### config.mk
export PLATFORM = sky130hd
export DESIGN_NAME = acr_top
export DESIGN_NICKNAME = d
export VERILOG_FILES = /design/src/pkg/acr_pkg.sv /design/src/pkg/acr_bank_if.sv /design/src/acr_chan_bank.sv /design/src/acr_top.sv
export SDC_FILE = /design/constraint.sdc
export NUM_CORES = 1
export LEC_CHECK = 0
export BUFFER_PORTS_ARGS = -buffer_cell sky130_fd_sc_hd__buf_2
export CAP_MARGIN = 0
export CORE_AREA = 2 2 273 275
export CTS_CLUSTER_SIZE = 10
export DETAILED_ROUTE_END_ITERATION = 8
export DIE_AREA = 0 0 275 277
export PLACE_DENSITY_LB_ADDON = 0.12
export SLEW_MARGIN = 40
export SYNTH_ARGS = -nofsm -noshare
export SYNTH_HDL_FRONTEND = slang
export SYNTH_SLANG_ARGS = --single-unit
### constraint.sdc
create_clock -name clk -period 6.1 [get_ports clk]
set_input_delay 1.22 -clock clk [delete_from_list [all_inputs] [get_ports clk]]
set_output_delay 1.22 -clock clk [all_outputs]
set_load 0.02 [all_outputs]
### src/pkg/acr_pkg.sv
// acr_pkg: shared constants and types for the channel routing register bank.
// assumes a 24-bit serial frame: direction bit, 7 address bits, 16 data bits.
package acr_pkg;
  // register addresses, identical in master and channel banks where shared
  localparam logic [6:0] ADDR_CHAN_SEL    = 7'h01;
  localparam logic [6:0] ADDR_SRC_OVR     = 7'h16;
  localparam logic [6:0] ADDR_OFS_A       = 7'h17;
  localparam logic [6:0] ADDR_CM          = 7'h1B;
  localparam logic [6:0] ADDR_RIN         = 7'h1C;
  localparam logic [6:0] ADDR_CAL1        = 7'h33;
  localparam logic [6:0] ADDR_GAIN        = 7'h3A;
  localparam logic [6:0] ADDR_INT_GAIN    = 7'h3B;
  localparam logic [6:0] ADDR_PHASE       = 7'h3D;
  localparam logic [6:0] ADDR_CAL1_RO     = 7'h4F;
  localparam logic [6:0] ADDR_GAIN_RO     = 7'h56;
  localparam logic [6:0] ADDR_INT_GAIN_RO = 7'h57;
  localparam logic [6:0] ADDR_PHASE_RO    = 7'h59;
  localparam logic [6:0] ADDR_STANDBY     = 7'h5C;
  // channel selection codes
  localparam logic [2:0] SEL_ALL          = 3'h4;
  localparam logic [2:0] SEL_MASTER       = 3'h7;
  localparam logic [2:0] CHAN_SEL_RST     = 3'h4;
  // override field layout
  localparam logic [15:0] CH_OVR_MASK     = 16'h01D0;
  localparam int         MOVR_OFS         = 0;
  localparam int         MOVR_CM          = 1;
  localparam int         MOVR_RIN         = 2;
  localparam int         COVR_PHASE       = 4;
  localparam int         COVR_INT_GAIN    = 6;
  localparam int         COVR_GAIN        = 7;
  localparam int         COVR_CAL         = 8;
  // reset values
  localparam logic [2:0]  MST_OVR_RST     = 3'h0;
  localparam logic [15:0] CH_OVR_RST      = 16'h0000;
  localparam logic [8:0]  OFS_RST         = 9'h100;
  localparam logic [4:0]  CM_RST          = 5'h10;
  localparam logic [3:0]  RIN_RST         = 4'h8;
  localparam logic [6:0]  CAL_RST         = 7'h40;
  localparam logic [9:0]  GAIN_RST        = 10'h200;
  localparam logic [7:0]  INT_GAIN_RST    = 8'h80;
  localparam logic [7:0]  PHASE_RST       = 8'h80;
  localparam logic [4:0]  STBY_RST        = 5'h00;
  // frame geometry in serial clock periods, then channel and calibration word counts
  localparam logic [4:0]  ADDR_BITS       = 5'h08;
  localparam logic [4:0]  FRAME_BITS      = 5'h18;
  localparam int          NUM_CHAN        = 4;
  localparam int          NUM_CAL         = 7;

  // calibration set of one channel
  typedef struct packed {
    logic [7:0]      phase;
    logic [7:0]      int_gain;
    logic [9:0]      gain;
    logic [6:0][6:0] cal;
  } acr_chan_cal_t;

  // calibration set held by the master bank
  typedef struct packed {
    logic [3:0][8:0] offset;
    logic [4:0]      cm;
    logic [3:0]      rin;
  } acr_mst_cal_t;
endpackage

### src/pkg/acr_bank_if.sv
// acr_bank_if: write and read path from the serial front end to one channel bank.
// assumes a single clock; wr_en is a one-cycle pulse, rdata is combinational.
`timescale 1ns/1ps
interface acr_bank_if;
  logic        wr_en;
  logic [6:0]  waddr;
  logic [15:0] wdata;
  logic [6:0]  raddr;
  logic [15:0] rdata;
  modport bank (input wr_en, input waddr, input wdata, input raddr, output rdata);
  modport ctrl (output wr_en, output waddr, output wdata, output raddr, input rdata);
endinterface

### src/acr_chan_bank.sv
// acr_chan_bank: one channel register bank, source override and standby.
// assumes writes arrive already routed by channel selection.
`timescale 1ns/1ps
module acr_chan_bank (
  // clock and reset
  input  wire logic                  clk,
  input  wire logic                  resetn,
  // register path
  acr_bank_if.bank                   bus,
  // factory calibration and delivered values
  input  wire acr_pkg::acr_chan_cal_t factory_cal,
  output acr_pkg::acr_chan_cal_t     delivered_cal,
  output logic                       power_down_ctl
);
  import acr_pkg::*;

  typedef struct packed {
    logic [15:0]   ovr;
    acr_chan_cal_t user;
    logic [4:0]    stby;
  } acr_bank_state_t;

  acr_bank_state_t s_reg;
  acr_bank_state_t s_next;

  // register writes
  always_comb begin
    s_next = s_reg;
    if (bus.wr_en) begin
      if (bus.waddr == ADDR_SRC_OVR) begin
        s_next.ovr = bus.wdata & CH_OVR_MASK;
      end
      if (bus.waddr == ADDR_GAIN) begin
        s_next.user.gain = bus.wdata[9:0];
      end
      if (bus.waddr == ADDR_INT_GAIN) begin
        s_next.user.int_gain = bus.wdata[7:0];
      end
      if (bus.waddr == ADDR_PHASE) begin
        s_next.user.phase = bus.wdata[7:0];
      end
      if (bus.waddr == ADDR_STANDBY) begin
        s_next.stby = bus.wdata[4:0];
      end
      for (int k = 0; k < NUM_CAL; k++) begin
        if (bus.waddr == ADDR_CAL1 + 7'(k)) begin
          s_next.user.cal[k] = bus.wdata[6:0];
        end
      end
    end
  end

  always_ff @(posedge clk or negedge resetn) begin
    if (!resetn) begin
      s_reg               <= '0;
      s_reg.ovr           <= CH_OVR_RST;
      s_reg.user.gain     <= GAIN_RST;
      s_reg.user.int_gain <= INT_GAIN_RST;
      s_reg.user.phase    <= PHASE_RST;
      s_reg.user.cal      <= {NUM_CAL{CAL_RST}};
      s_reg.stby          <= STBY_RST;
    end else begin
      s_reg <= s_next;
    end
  end

  assign delivered_cal.phase    = s_reg.ovr[COVR_PHASE] ? s_reg.user.phase : factory_cal.phase;
  assign delivered_cal.int_gain = s_reg.ovr[COVR_INT_GAIN] ? s_reg.user.int_gain
                                                           : factory_cal.int_gain;
  assign delivered_cal.gain     = s_reg.ovr[COVR_GAIN] ? s_reg.user.gain : factory_cal.gain;
  assign delivered_cal.cal      = s_reg.ovr[COVR_CAL] ? s_reg.user.cal : factory_cal.cal;
  assign power_down_ctl         = s_reg.stby[0];

  // read mux; stored values and delivered mirrors are separate addresses
  always_comb begin
    bus.rdata = 16'h0000;
    case (bus.raddr)
      ADDR_SRC_OVR:     bus.rdata = s_reg.ovr;
      ADDR_GAIN:        bus.rdata = {6'h00, s_reg.user.gain};
      ADDR_INT_GAIN:    bus.rdata = {8'h00, s_reg.user.int_gain};
      ADDR_PHASE:       bus.rdata = {8'h00, s_reg.user.phase};
      ADDR_STANDBY:     bus.rdata = {11'h000, s_reg.stby};
      ADDR_GAIN_RO:     bus.rdata = {6'h00, delivered_cal.gain};
      ADDR_INT_GAIN_RO: bus.rdata = {8'h00, delivered_cal.int_gain};
      ADDR_PHASE_RO:    bus.rdata = {8'h00, delivered_cal.phase};
      default:          bus.rdata = 16'h0000;
    endcase
    for (int k = 0; k < NUM_CAL; k++) begin
      if (bus.raddr == ADDR_CAL1 + 7'(k)) begin
        bus.rdata = {9'h000, s_reg.user.cal[k]};
      end
      if (bus.raddr == ADDR_CAL1_RO + 7'(k)) begin
        bus.rdata = {9'h000, delivered_cal.cal[k]};
      end
    end
  end
endmodule // acr_chan_bank

### src/acr_top.sv
// acr_top: serial configuration port with master and per-channel bank routing.
// assumes serial pins are synchronous to clk and slower than clk/2.
//
// Functional notes
// - selection codes pick channel, all, or master
// - master bank never readable over serial port
// - single channel write updates master and channel
// - master selection writes master copy only
// - all selection writes master and four channels
// - standby per selected channel, one powers down
// - master override bits choose offset, common-mode, impedance
// - channel override bits choose phase, gains, calibrations
// - override bits clear at reset
// - each parameter source chosen independently
// - impedance override then write delivers user value
// - offset override then writes deliver user values
// - channel phase override affects that channel only
// - mirror reads delivered value, plain reads stored
`timescale 1ns/1ps
module acr_top (
  // clock and reset
  input  wire logic                                   clk,
  input  wire logic                                   resetn,
  // serial port
  input  wire logic                                   sclk,
  input  wire logic                                   spi_cs_n,
  input  wire logic                                   mosi,
  output logic                                        miso,
  // factory values
  input  wire acr_pkg::acr_mst_cal_t                  factory_mst,
  input  wire acr_pkg::acr_chan_cal_t [3:0]           factory_chan,
  // values delivered to the cores
  output acr_pkg::acr_mst_cal_t                       core_mst_cal,
  output acr_pkg::acr_chan_cal_t [3:0]                core_chan_cal,
  output logic [3:0]                                  power_down_ctl
);
  import acr_pkg::*;

  typedef struct packed {
    logic            sclk_q;
    logic [4:0]      cnt;
    logic [22:0]     rx;
    logic            rd;
    logic [6:0]      raddr;
    logic [15:0]     tx;
    logic            miso;
    logic            wr;
    logic [6:0]      waddr;
    logic [15:0]     wdata;
    logic [2:0]      chan_sel;
    logic [2:0]      mst_ovr;
    acr_mst_cal_t    user;
  } acr_top_state_t;

  acr_top_state_t s_reg;
  acr_top_state_t s_next;
  logic           sclk_rise;
  logic           sclk_fall;
  logic [3:0]     bank_wr;
  logic [15:0]    bank_rdata [NUM_CHAN];
  logic [15:0]    rd_data;

  assign sclk_rise = sclk & ~s_reg.sclk_q;
  assign sclk_fall = ~sclk & s_reg.sclk_q;
  assign miso      = s_reg.miso;

  // master contents never shifted out
  // reads only reach a channel bank when exactly one is selected
  always_comb begin
    rd_data = 16'h0000;
    if (s_reg.chan_sel < SEL_ALL) begin
      rd_data = bank_rdata[s_reg.chan_sel[1:0]];
    end
  end

  always_comb begin
    bank_wr = 4'h0;
    if (s_reg.wr) begin
      if (s_reg.chan_sel == SEL_ALL) begin
        bank_wr = 4'hF;
      end else if (s_reg.chan_sel < SEL_ALL) begin
        bank_wr = 4'h1 << s_reg.chan_sel[1:0];
      end
    end
  end

  // frame shifter and master bank
  always_comb begin
    s_next        = s_reg;
    s_next.wr     = 1'b0;
    s_next.sclk_q = sclk;
    if (spi_cs_n) begin
      // output forced low while deselected, never floated
      s_next.cnt  = 5'h00;
      s_next.rd   = 1'b0;
      s_next.miso = 1'b0;
    end else begin
      if (sclk_rise && s_reg.cnt < FRAME_BITS) begin
        s_next.rx  = {s_reg.rx[21:0], mosi};
        s_next.cnt = s_reg.cnt + 5'h01;
        if (s_reg.cnt == ADDR_BITS - 5'h01) begin
          s_next.rd    = ~s_reg.rx[6];
          s_next.raddr = {s_reg.rx[5:0], mosi};
        end
        if (s_reg.cnt == FRAME_BITS - 5'h01 && s_reg.rx[22]) begin
          s_next.wr    = 1'b1;
          s_next.waddr = s_reg.rx[21:15];
          s_next.wdata = {s_reg.rx[14:0], mosi};
        end
      end
      // data leaves on falling edges so the master samples it on rising ones
      if (sclk_fall && s_reg.rd && s_reg.cnt >= ADDR_BITS && s_reg.cnt < FRAME_BITS) begin
        if (s_reg.cnt == ADDR_BITS) begin
          s_next.miso = rd_data[15];
          s_next.tx   = {rd_data[14:0], 1'b0};
        end else begin
          s_next.miso = s_reg.tx[15];
          s_next.tx   = {s_reg.tx[14:0], 1'b0};
        end
      end
    end
    // master copy takes every write, whatever the selection
    if (s_reg.wr) begin
      case (s_reg.waddr)
        ADDR_CHAN_SEL: s_next.chan_sel = s_reg.wdata[2:0];
        ADDR_SRC_OVR:  s_next.mst_ovr = s_reg.wdata[2:0];
        ADDR_CM:       s_next.user.cm = s_reg.wdata[4:0];
        ADDR_RIN:      s_next.user.rin = s_reg.wdata[3:0];
        default:       s_next.mst_ovr = s_reg.mst_ovr;
      endcase
      for (int k = 0; k < NUM_CHAN; k++) begin
        if (s_reg.waddr == ADDR_OFS_A + 7'(k)) begin
          s_next.user.offset[k] = s_reg.wdata[8:0];
        end
      end
    end
  end

  always_ff @(posedge clk or negedge resetn) begin
    if (!resetn) begin
      s_reg             <= '0;
      s_reg.chan_sel    <= CHAN_SEL_RST;
      s_reg.mst_ovr     <= MST_OVR_RST;
      s_reg.user.offset <= {NUM_CHAN{OFS_RST}};
      s_reg.user.cm     <= CM_RST;
      s_reg.user.rin    <= RIN_RST;
    end else begin
      s_reg <= s_next;
    end
  end

  assign core_mst_cal.offset = s_reg.mst_ovr[MOVR_OFS] ? s_reg.user.offset
                                                       : factory_mst.offset;
  assign core_mst_cal.cm     = s_reg.mst_ovr[MOVR_CM] ? s_reg.user.cm : factory_mst.cm;
  assign core_mst_cal.rin    = s_reg.mst_ovr[MOVR_RIN] ? s_reg.user.rin : factory_mst.rin;

  // one bank per channel
  // phase override stays inside the selected bank
  for (genvar g = 0; g < NUM_CHAN; g++) begin : g_chan
    acr_bank_if bus_if ();
    assign bus_if.wr_en = bank_wr[g];
    assign bus_if.waddr = s_reg.waddr;
    assign bus_if.wdata = s_reg.wdata;
    assign bus_if.raddr = s_reg.raddr;
    assign bank_rdata[g] = bus_if.rdata;
    acr_chan_bank u_bank (
      .clk           (clk),
      .resetn        (resetn),
      .bus           (bus_if),
      .factory_cal   (factory_chan[g]),
      .delivered_cal (core_chan_cal[g]),
      .power_down_ctl(power_down_ctl[g])
    );
  end
endmodule // acr_top

## After elaboration in Yosys (flattened, before gate mapping)

Cells that the tools add are included.

| word-level totals | value |
|---|---|
| output and inout port bits | 350 |
| register bits | 465 |
| input port bits | 350 |

| cells by class | value |
|---|---|
| add/sub/neg operators | 1 |
| muxes and demuxes | 96 |
| magnitude comparators | 4 |
| reductions and logical operators | 69 |
| bitwise logic cells | 7 |
| equal/unequal tests | 45 |
| shift-type cells | 1 |

Operator list:

| cell | number |
|---|---|
| 10-bit two-way mux | 60 |
| 10-bit case mux with 8 select lines | 4 |
| 49-bit two-way mux | 4 |
| 7-bit by 6-bit equality test with 1-bit output, second input constant | 20 |
| 2-bit AND reduction | 59 |
| 7-bit equality test, second input constant | 12 |
| 24-bit two-way mux | 3 |
| 36-bit two-way mux | 2 |
| 8-bit two-way mux | 9 |
| 7-bit by 5-bit equality test with 1-bit output, second input constant | 8 |
| 16-bit two-way mux | 3 |
| 16-bit binary-select mux with 2-bit select | 1 |
| 17-bit two-way mux | 1 |
| 4-bit two-way mux | 4 |
| 5-bit two-way mux | 2 |
| 7-bit by 1-bit equality test with 1-bit output, second input constant | 1 |
| 3-bit AND reduction | 2 |
| 2-bit nonzero test | 3 |
| 5-bit by 1-bit adder with 5-bit output, second input constant | 1 |
| 5-bit by 3-bit equality test with 1-bit output, second input constant | 1 |
| 5-bit by 4-bit equality test with 1-bit output, second input constant | 1 |
| 5-bit equality test, second input constant | 1 |
| 5-bit by 4-bit >= comparator with 1-bit output, second input constant | 1 |
| 1-bit logical AND | 5 |
| other kinds (9) | 15 |

## Logic depth before layout (Yosys ltp)

| depth | value |
|---|---|
| depth in word-level cells | 23 |
| depth in mapped cells | 12 |

## Modules after synthesis

A second synthesis with hierarchy kept.

| unflattened totals | value |
|---|---|
| cells, all modules | 2818 |
| area, all modules | 30698.2 um2 |

Modules (own cells, without submodules):

| module | times used | cells an instance | sequential area each (um2) | area an instance (um2) |
|---|---|---|---|---|
| acr_chan_bank | 4 | 596 | 2114.5 | 6142.1 |
| acr_top | 1 | 434 | 3211.8 | 6129.6 |

## Worst setup path before layout

No wires, ideal clock.

| timing path | value |
|---|---|
| path kind | input -> register |
| start | input sclk |
| end | register s_reg, in the netlist g_chan[0].bus_if.waddr[0] |
| stages | 6 |
| arrival time | 2.975 ns |
| required time | 5.975 ns |
| path slack | 3.000 ns |
| buffers on the path | 1 |
| cell sequence | inv_1 > a211oi_2 > nand4b_1 > nor3_2 > buf_2 > mux2_2 |

| on the way | value |
|---|---|
| cells in the longest elaborated chain, start to end | 3 |

RTL lines:

| what | RTL line | RTL |
|---|---|---|
| start: declaration | acr_top.sv:25 | `input wire logic sclk,` |
| 1-bit bitwise AND | acr_top.sv:63 | `assign sclk_rise = sclk & ~s_reg.sclk_q;` |
| 1-bit logical AND | acr_top.sv:98 | `if (sclk_rise && s_reg.cnt < FRAME_BITS) begin` |
| 3-bit AND reduction (no line) | -- |  |
| end signal: assignment | acr_top.sv:148 | `s_reg <= s_next;` |
| end: declaration | acr_top.sv:55 | `acr_top_state_t s_reg;` |

No other way between the ends.
A chain may end at the register's enable or synchronous reset.

## Worst setup path in the final report

| timing path | value |
|---|---|
| start | register s_reg, in the netlist g_chan[0].bus_if.raddr[0] |
| end | register s_reg[80] in the netlist's numbering |

| on the way | value |
|---|---|
| cells in the longest elaborated chain, start to end | 21 |
| elaborated cells between the ends (all ways) | 87 |

RTL lines:

| what | RTL line | RTL |
|---|---|---|
| 7-bit equality test (tied with other cells) | acr_chan_bank.sv:77 | `case (bus.raddr)` |
| 10-bit case mux with 8 select lines | acr_chan_bank.sv:77 |  |
| 10-bit two-way mux | acr_chan_bank.sv:89 | `if (bus.raddr == ADDR_CAL1 + 7'(k)) begin` |
| 10-bit two-way mux | acr_chan_bank.sv:92 | `if (bus.raddr == ADDR_CAL1_RO + 7'(k)) begin` |
| 10-bit two-way mux | acr_chan_bank.sv:89 |  |
| 10-bit two-way mux | acr_chan_bank.sv:92 |  |
| 10-bit two-way mux | acr_chan_bank.sv:89 |  |
| 10-bit two-way mux | acr_chan_bank.sv:92 |  |
| (+4 left out) | -- |  |
| 10-bit two-way mux | acr_chan_bank.sv:89 |  |
| 10-bit two-way mux | acr_chan_bank.sv:92 |  |
| 10-bit two-way mux | acr_chan_bank.sv:89 |  |
| 10-bit two-way mux | acr_chan_bank.sv:92 |  |
| 16-bit binary-select mux with 2-bit select (*) | acr_top.sv:72 | `rd_data = bank_rdata[s_reg.chan_sel[1:0]];` |
| 16-bit two-way mux (implied by the code) (*) (2 in series) | acr_top.sv:72 |  |
| 16-bit two-way mux (*) | acr_top.sv:71 | `if (s_reg.chan_sel < SEL_ALL) begin` |
| 17-bit two-way mux (*) | acr_top.sv:113 | `if (s_reg.cnt == ADDR_BITS) begin` |

Every way passes the cells marked *; elsewhere a longest branch is shown, timed or not. The select of a mux whose other input is x is not followed.

==> impl_metrics.py <==
metrics = {
    "sta": {
        "rsz0062_at_grt": "false",
        "slew-limit-headroom_pct": 33.5,
        "hold_violations": 0,
        "skew_ns": 0.0199,
        "tightest_slew_ns": 0.989,
        "tns_ns": 0,
        "period_share_pct": 71.3,
        "drv_slew": 0,
        "setup_viol": 0,
        "fmax_mhz": 230,
        "fin_crit_ns": 4.35,
    },
    "clock_network": {
        "hold_buffers": 0,
        "cts_buffers": 55,
        "ctsRootBufferMaster": "clkbuf_16",
        "cts_sinks": 458,
        "clockBufferDepth": 3,
        "ctsHtreeMaxLevel": 2,
        "cts_resized": 0,
        "post_cts_buffers": 0,
        "cts_tree": "yes",
        "clock_latency_ns": 0.62,
        "clkTransAtPathRegs_ns": 0.06,
    },
    "detailed_routing": {
        "drt_iter0_drc": 3419,
        "dr.pass1.iters": 6,
        "drc": 0,
        "via_per_inst": 6.36,
        "wire_per_inst_um": 35.7,
        "wirelength_um": 144000,
        "vias": 25700,
        "detail-route-antenna-nets": 0,
    },
    "setup_path": {
        "arrival_ns": 4.86,
        "path_class": "register to register",
        "required_ns": 6.61,
        "slowest_stage": "nor4_1",
        "r2r_cells": 10,
        "crit_start": "g_chan[0].bus_if.raddr[0]",
        "path_delay_family": "simple AND/OR/NAND/NOR gates",
        "crit_path_frequent_cell": "buf_4",
        "worst-path-max-fanout": 27,
        "cp_num_buf_inv": 2,
        "reg2reg_from": "g_chan[0].bus_if.raddr[0]",
        "r2r_slack_ns": 1.75,
        "timing.rr.end": "s_reg[80]",
        "start_kind": "register",
        "end_kind": "register",
        "crit_chain": "buf_4, nor4b_4, and2_1, buf_4, nor2_1, o211ai_1, nand4_1, nor4_1, a2111oi_0, a31o_1",
        "cpPeakStageDelay_ns": 0.85,
    },
    "floorplan": {
        "core.rowCount": 100,
        "core_area_um2": 73600,
        "die_h_um": 277,
        "initial_core_util_pct": 37.1,
        "dieArea_um2": 76200,
        "die_w_um": 275,
        "top_level_ports": 700,
    },
    "layout": {
        "utilization_pct": 45.6,
        "synthToLayoutAreaGrowth_pct": 22.8,
        "num-nets-final": 3381,
        "design_area_um2": 33500,
        "drive_gt1_share_pct": 56.1,
        "largest_register_ffs": 332,
    },
    "power": {
        "leakage_nw": 15.6,
        "pwr-share-clk_pct": 45.9,
        "swShare_pct": 26.3,
        "p_sw_w": 0.00188,
        "ir_drop_mv": 0.195,
        "p_seq_share_pct": 43.6,
        "p_per_area_nw_per_um2": 212,
        "p_int_w": 0.00525,
        "combinationalPowerShare_pct": 10.5,
    },
    "job": {
        "maxCapViolCount": 0,
    },
    "grt": {
        "grt_overflow_total": 0,
        "grt_max_degree": 126,
        "grt_pass1_wl_um": 199000,
        "antenna_found_initial": 11,
        "grt_pass1_vias": 25700,
        "gr-usage-all-layers_pct": 36.7,
    },
    "synth": {
        "synth_nets": 2764,
        "seq_area_frac_synth_pct": 42.2,
        "syn_area_per_cell_um2": 11.3,
        "async_flop_share_pct": 100,
        "synth-main-ff-cell": "dfrtp_1",
        "synthTopCellsByArea": "dfrtp_1 (38%), mux2_2 (32%), dfstp_2 (4.5%), nand2_1 (2.0%), a22oi_1 (1.6%)",
        "yosys.area.top_type": "dfrtp_1",
        "ys_types": 87,
        "ys_seq_elements": 458,
        "synth_top_area_share_pct": 37.7,
        "synth_cells": 2412,
        "synth_edf_count": 0,
        "syn_area_um2": 27300,
        "synth_warnings": 0,
    },
    "placement": {
        "place.gp.congestion": 1.04,
        "dp.final_hpwl_um": 110000,
        "io_buffer_count": 699,
        "placed_area_um2": 31800,
    },
    "worst_hold_path": {
        "hold_path.class": "register to register",
        "worstHoldPathCells": 2,
        "hp-start": "s_reg[90]",
        "whs_endpoint": "s_reg[90]",
    },
    "status": {
        "status": "finished, final reports clean",
    },
}
==> tightest hold or removal path, stage by stage (launching register included) <==
cell and delay, ns:
dfrtp_1 0.34, nand2_1 0.05, nand2_1 0.05
==> cell type report <==
class / instances / area (um^2)
fill: 7131 / 40000
multi-input combinational: 1743 / 14900
inverter: 8 / 30.0
timing repair buffer: 763 / 4060
clock buffer: 97 / 1650
clock inverter: 6 / 95.1
tap: 969 / 1210
sequential: 458 / 11500
antenna: 2 / 5.00
==> cell usage after synthesis (7+ instances only) <==
cell type	n
o31ai_1	7
o211ai_1	23
inv_1	7
o221ai_1	22
nor3_1	30
a221oi_1	43
a211oi_1	11
a21oi_1	77
and3_1	20
buf_2	56
buf_1	16
o21ai_0	66
nor4_1	8
a221o_1	15
buf_4	22
nor2b_1	12
nand3_1	50
dfstp_2	47
mux2_2	780
and2_1	10
a22o_1	32
o2111ai_1	8
dfrtp_1	411
a22oi_1	60
o221a_2	7
a222oi_1	12
nor2_1	107
nand2b_1	11
nand2_1	143
o22ai_1	35
clkbuf_1	106
nand4_1	23
==> cell families (layout without fill, tap and decap cells) <==
logic type,after synthesis,in the layout,synth area share [%]
multiplexers,787,787,32.5
flip-flops,458,458,42.2
AND/OR/NAND/NOR,467,467,8.69
adder cells (fa/ha/maj),2,2,0.0916
buffers and inverters,211,874,3.54
AO/OA/AOI/OAI,481,481,12.8
XOR/XNOR,6,6,0.192
other,0,2,0
==> metrics by stage <==
step	total power, W	hold slack (ns)	setup WS (ns)	std cells
2_1_floorplan	0.00347	0.438	3.00	2412
3_3_place_gp	0.00389	0.453	1.91	3937
3_5_place_dp	0.00390	0.460	1.87	3941
4_1_cts	0.00714	0.475	2.04	4044
5_1_grt	0.00731	0.503	1.88	4044
6_report	0.00712	0.473	1.75	4046
==> worst max-delay path by stage <==
stage / slack [ns] / cells past startpoint / end
floorplan: 3.00 / 6 / g_chan[0].bus_if.waddr[0]
global placement: 1.91 / 8 / s_reg[79]
detailed placement: 1.87 / 8 / s_reg[79]
CTS: 2.04 / 4 / core_chan_cal[18]
global route: 1.88 / 10 / s_reg[80]
finish: 1.75 / 10 / s_reg[80]
==> power by group through the flow <==
stage | clock network (W) | registers [W] | logic, W
CTS | 0.00329 | 0.00311 | 0.000748
floorplan | 0 | 0.00314 | 0.000331
global placement | 0 | 0.00316 | 0.000739
detailed placement | 0 | 0.00316 | 0.000745
global route | 0.00342 | 0.00311 | 0.000781
finish | 0.00327 | 0.00311 | 0.000747
==> layer usage <==
layer / global-route usage, % / wire length (um) / share of wire (%) / vias up
li1: - / - / - / 10400
met1: 47.5 / 56700 / 39 / 13300
met2: 58.7 / 67500 / 47 / 1693
met3: 8.15 / 13400 / 9.3 / 336
met4: 15.5 / 6840 / 4.7 / 8
met5: 0 / 45 / 0.031 / -
==> cell usage in the layout (no fill, tap or decap), types with 6 or more instances in the layout <==
cell type | netlist | routed
o221a_2 | 7 | 7
dfrtp_1 | 411 | 396
clkbuf_1 | 106 | 33
o22ai_1 | 35 | 35
o21ai_0 | 66 | 66
a22oi_1 | 60 | 60
o211ai_1 | 23 | 23
a211oi_1 | 11 | 11
nand2_1 | 143 | 142
a2111oi_0 | 6 | 6
nor4_1 | 8 | 8
buf_4 | 22 | 56
a222oi_1 | 12 | 12
inv_1 | 7 | 7
nand3_1 | 50 | 48
nor3_1 | 30 | 27
mux2_2 | 780 | 780
clkbuf_8 | 0 | 7
clkbuf_16 | 0 | 57
o2111ai_1 | 8 | 8
o221ai_1 | 22 | 22
a31oi_1 | 6 | 6
nand4_1 | 23 | 23
nor2_1 | 107 | 98
a221o_1 | 15 | 15
and3_1 | 20 | 20
and2_1 | 10 | 9
a21oi_1 | 77 | 77
buf_2 | 56 | 699
nor2_2 | 2 | 10
nand2b_1 | 11 | 11
a32oi_1 | 6 | 6
o21a_1 | 6 | 6
o31ai_1 | 7 | 7
a221oi_1 | 43 | 43
dfstp_2 | 47 | 47
nor2b_1 | 12 | 12
a22o_1 | 32 | 32
dfrtp_2 | 0 | 12
(Power assumes the default switching activity.)
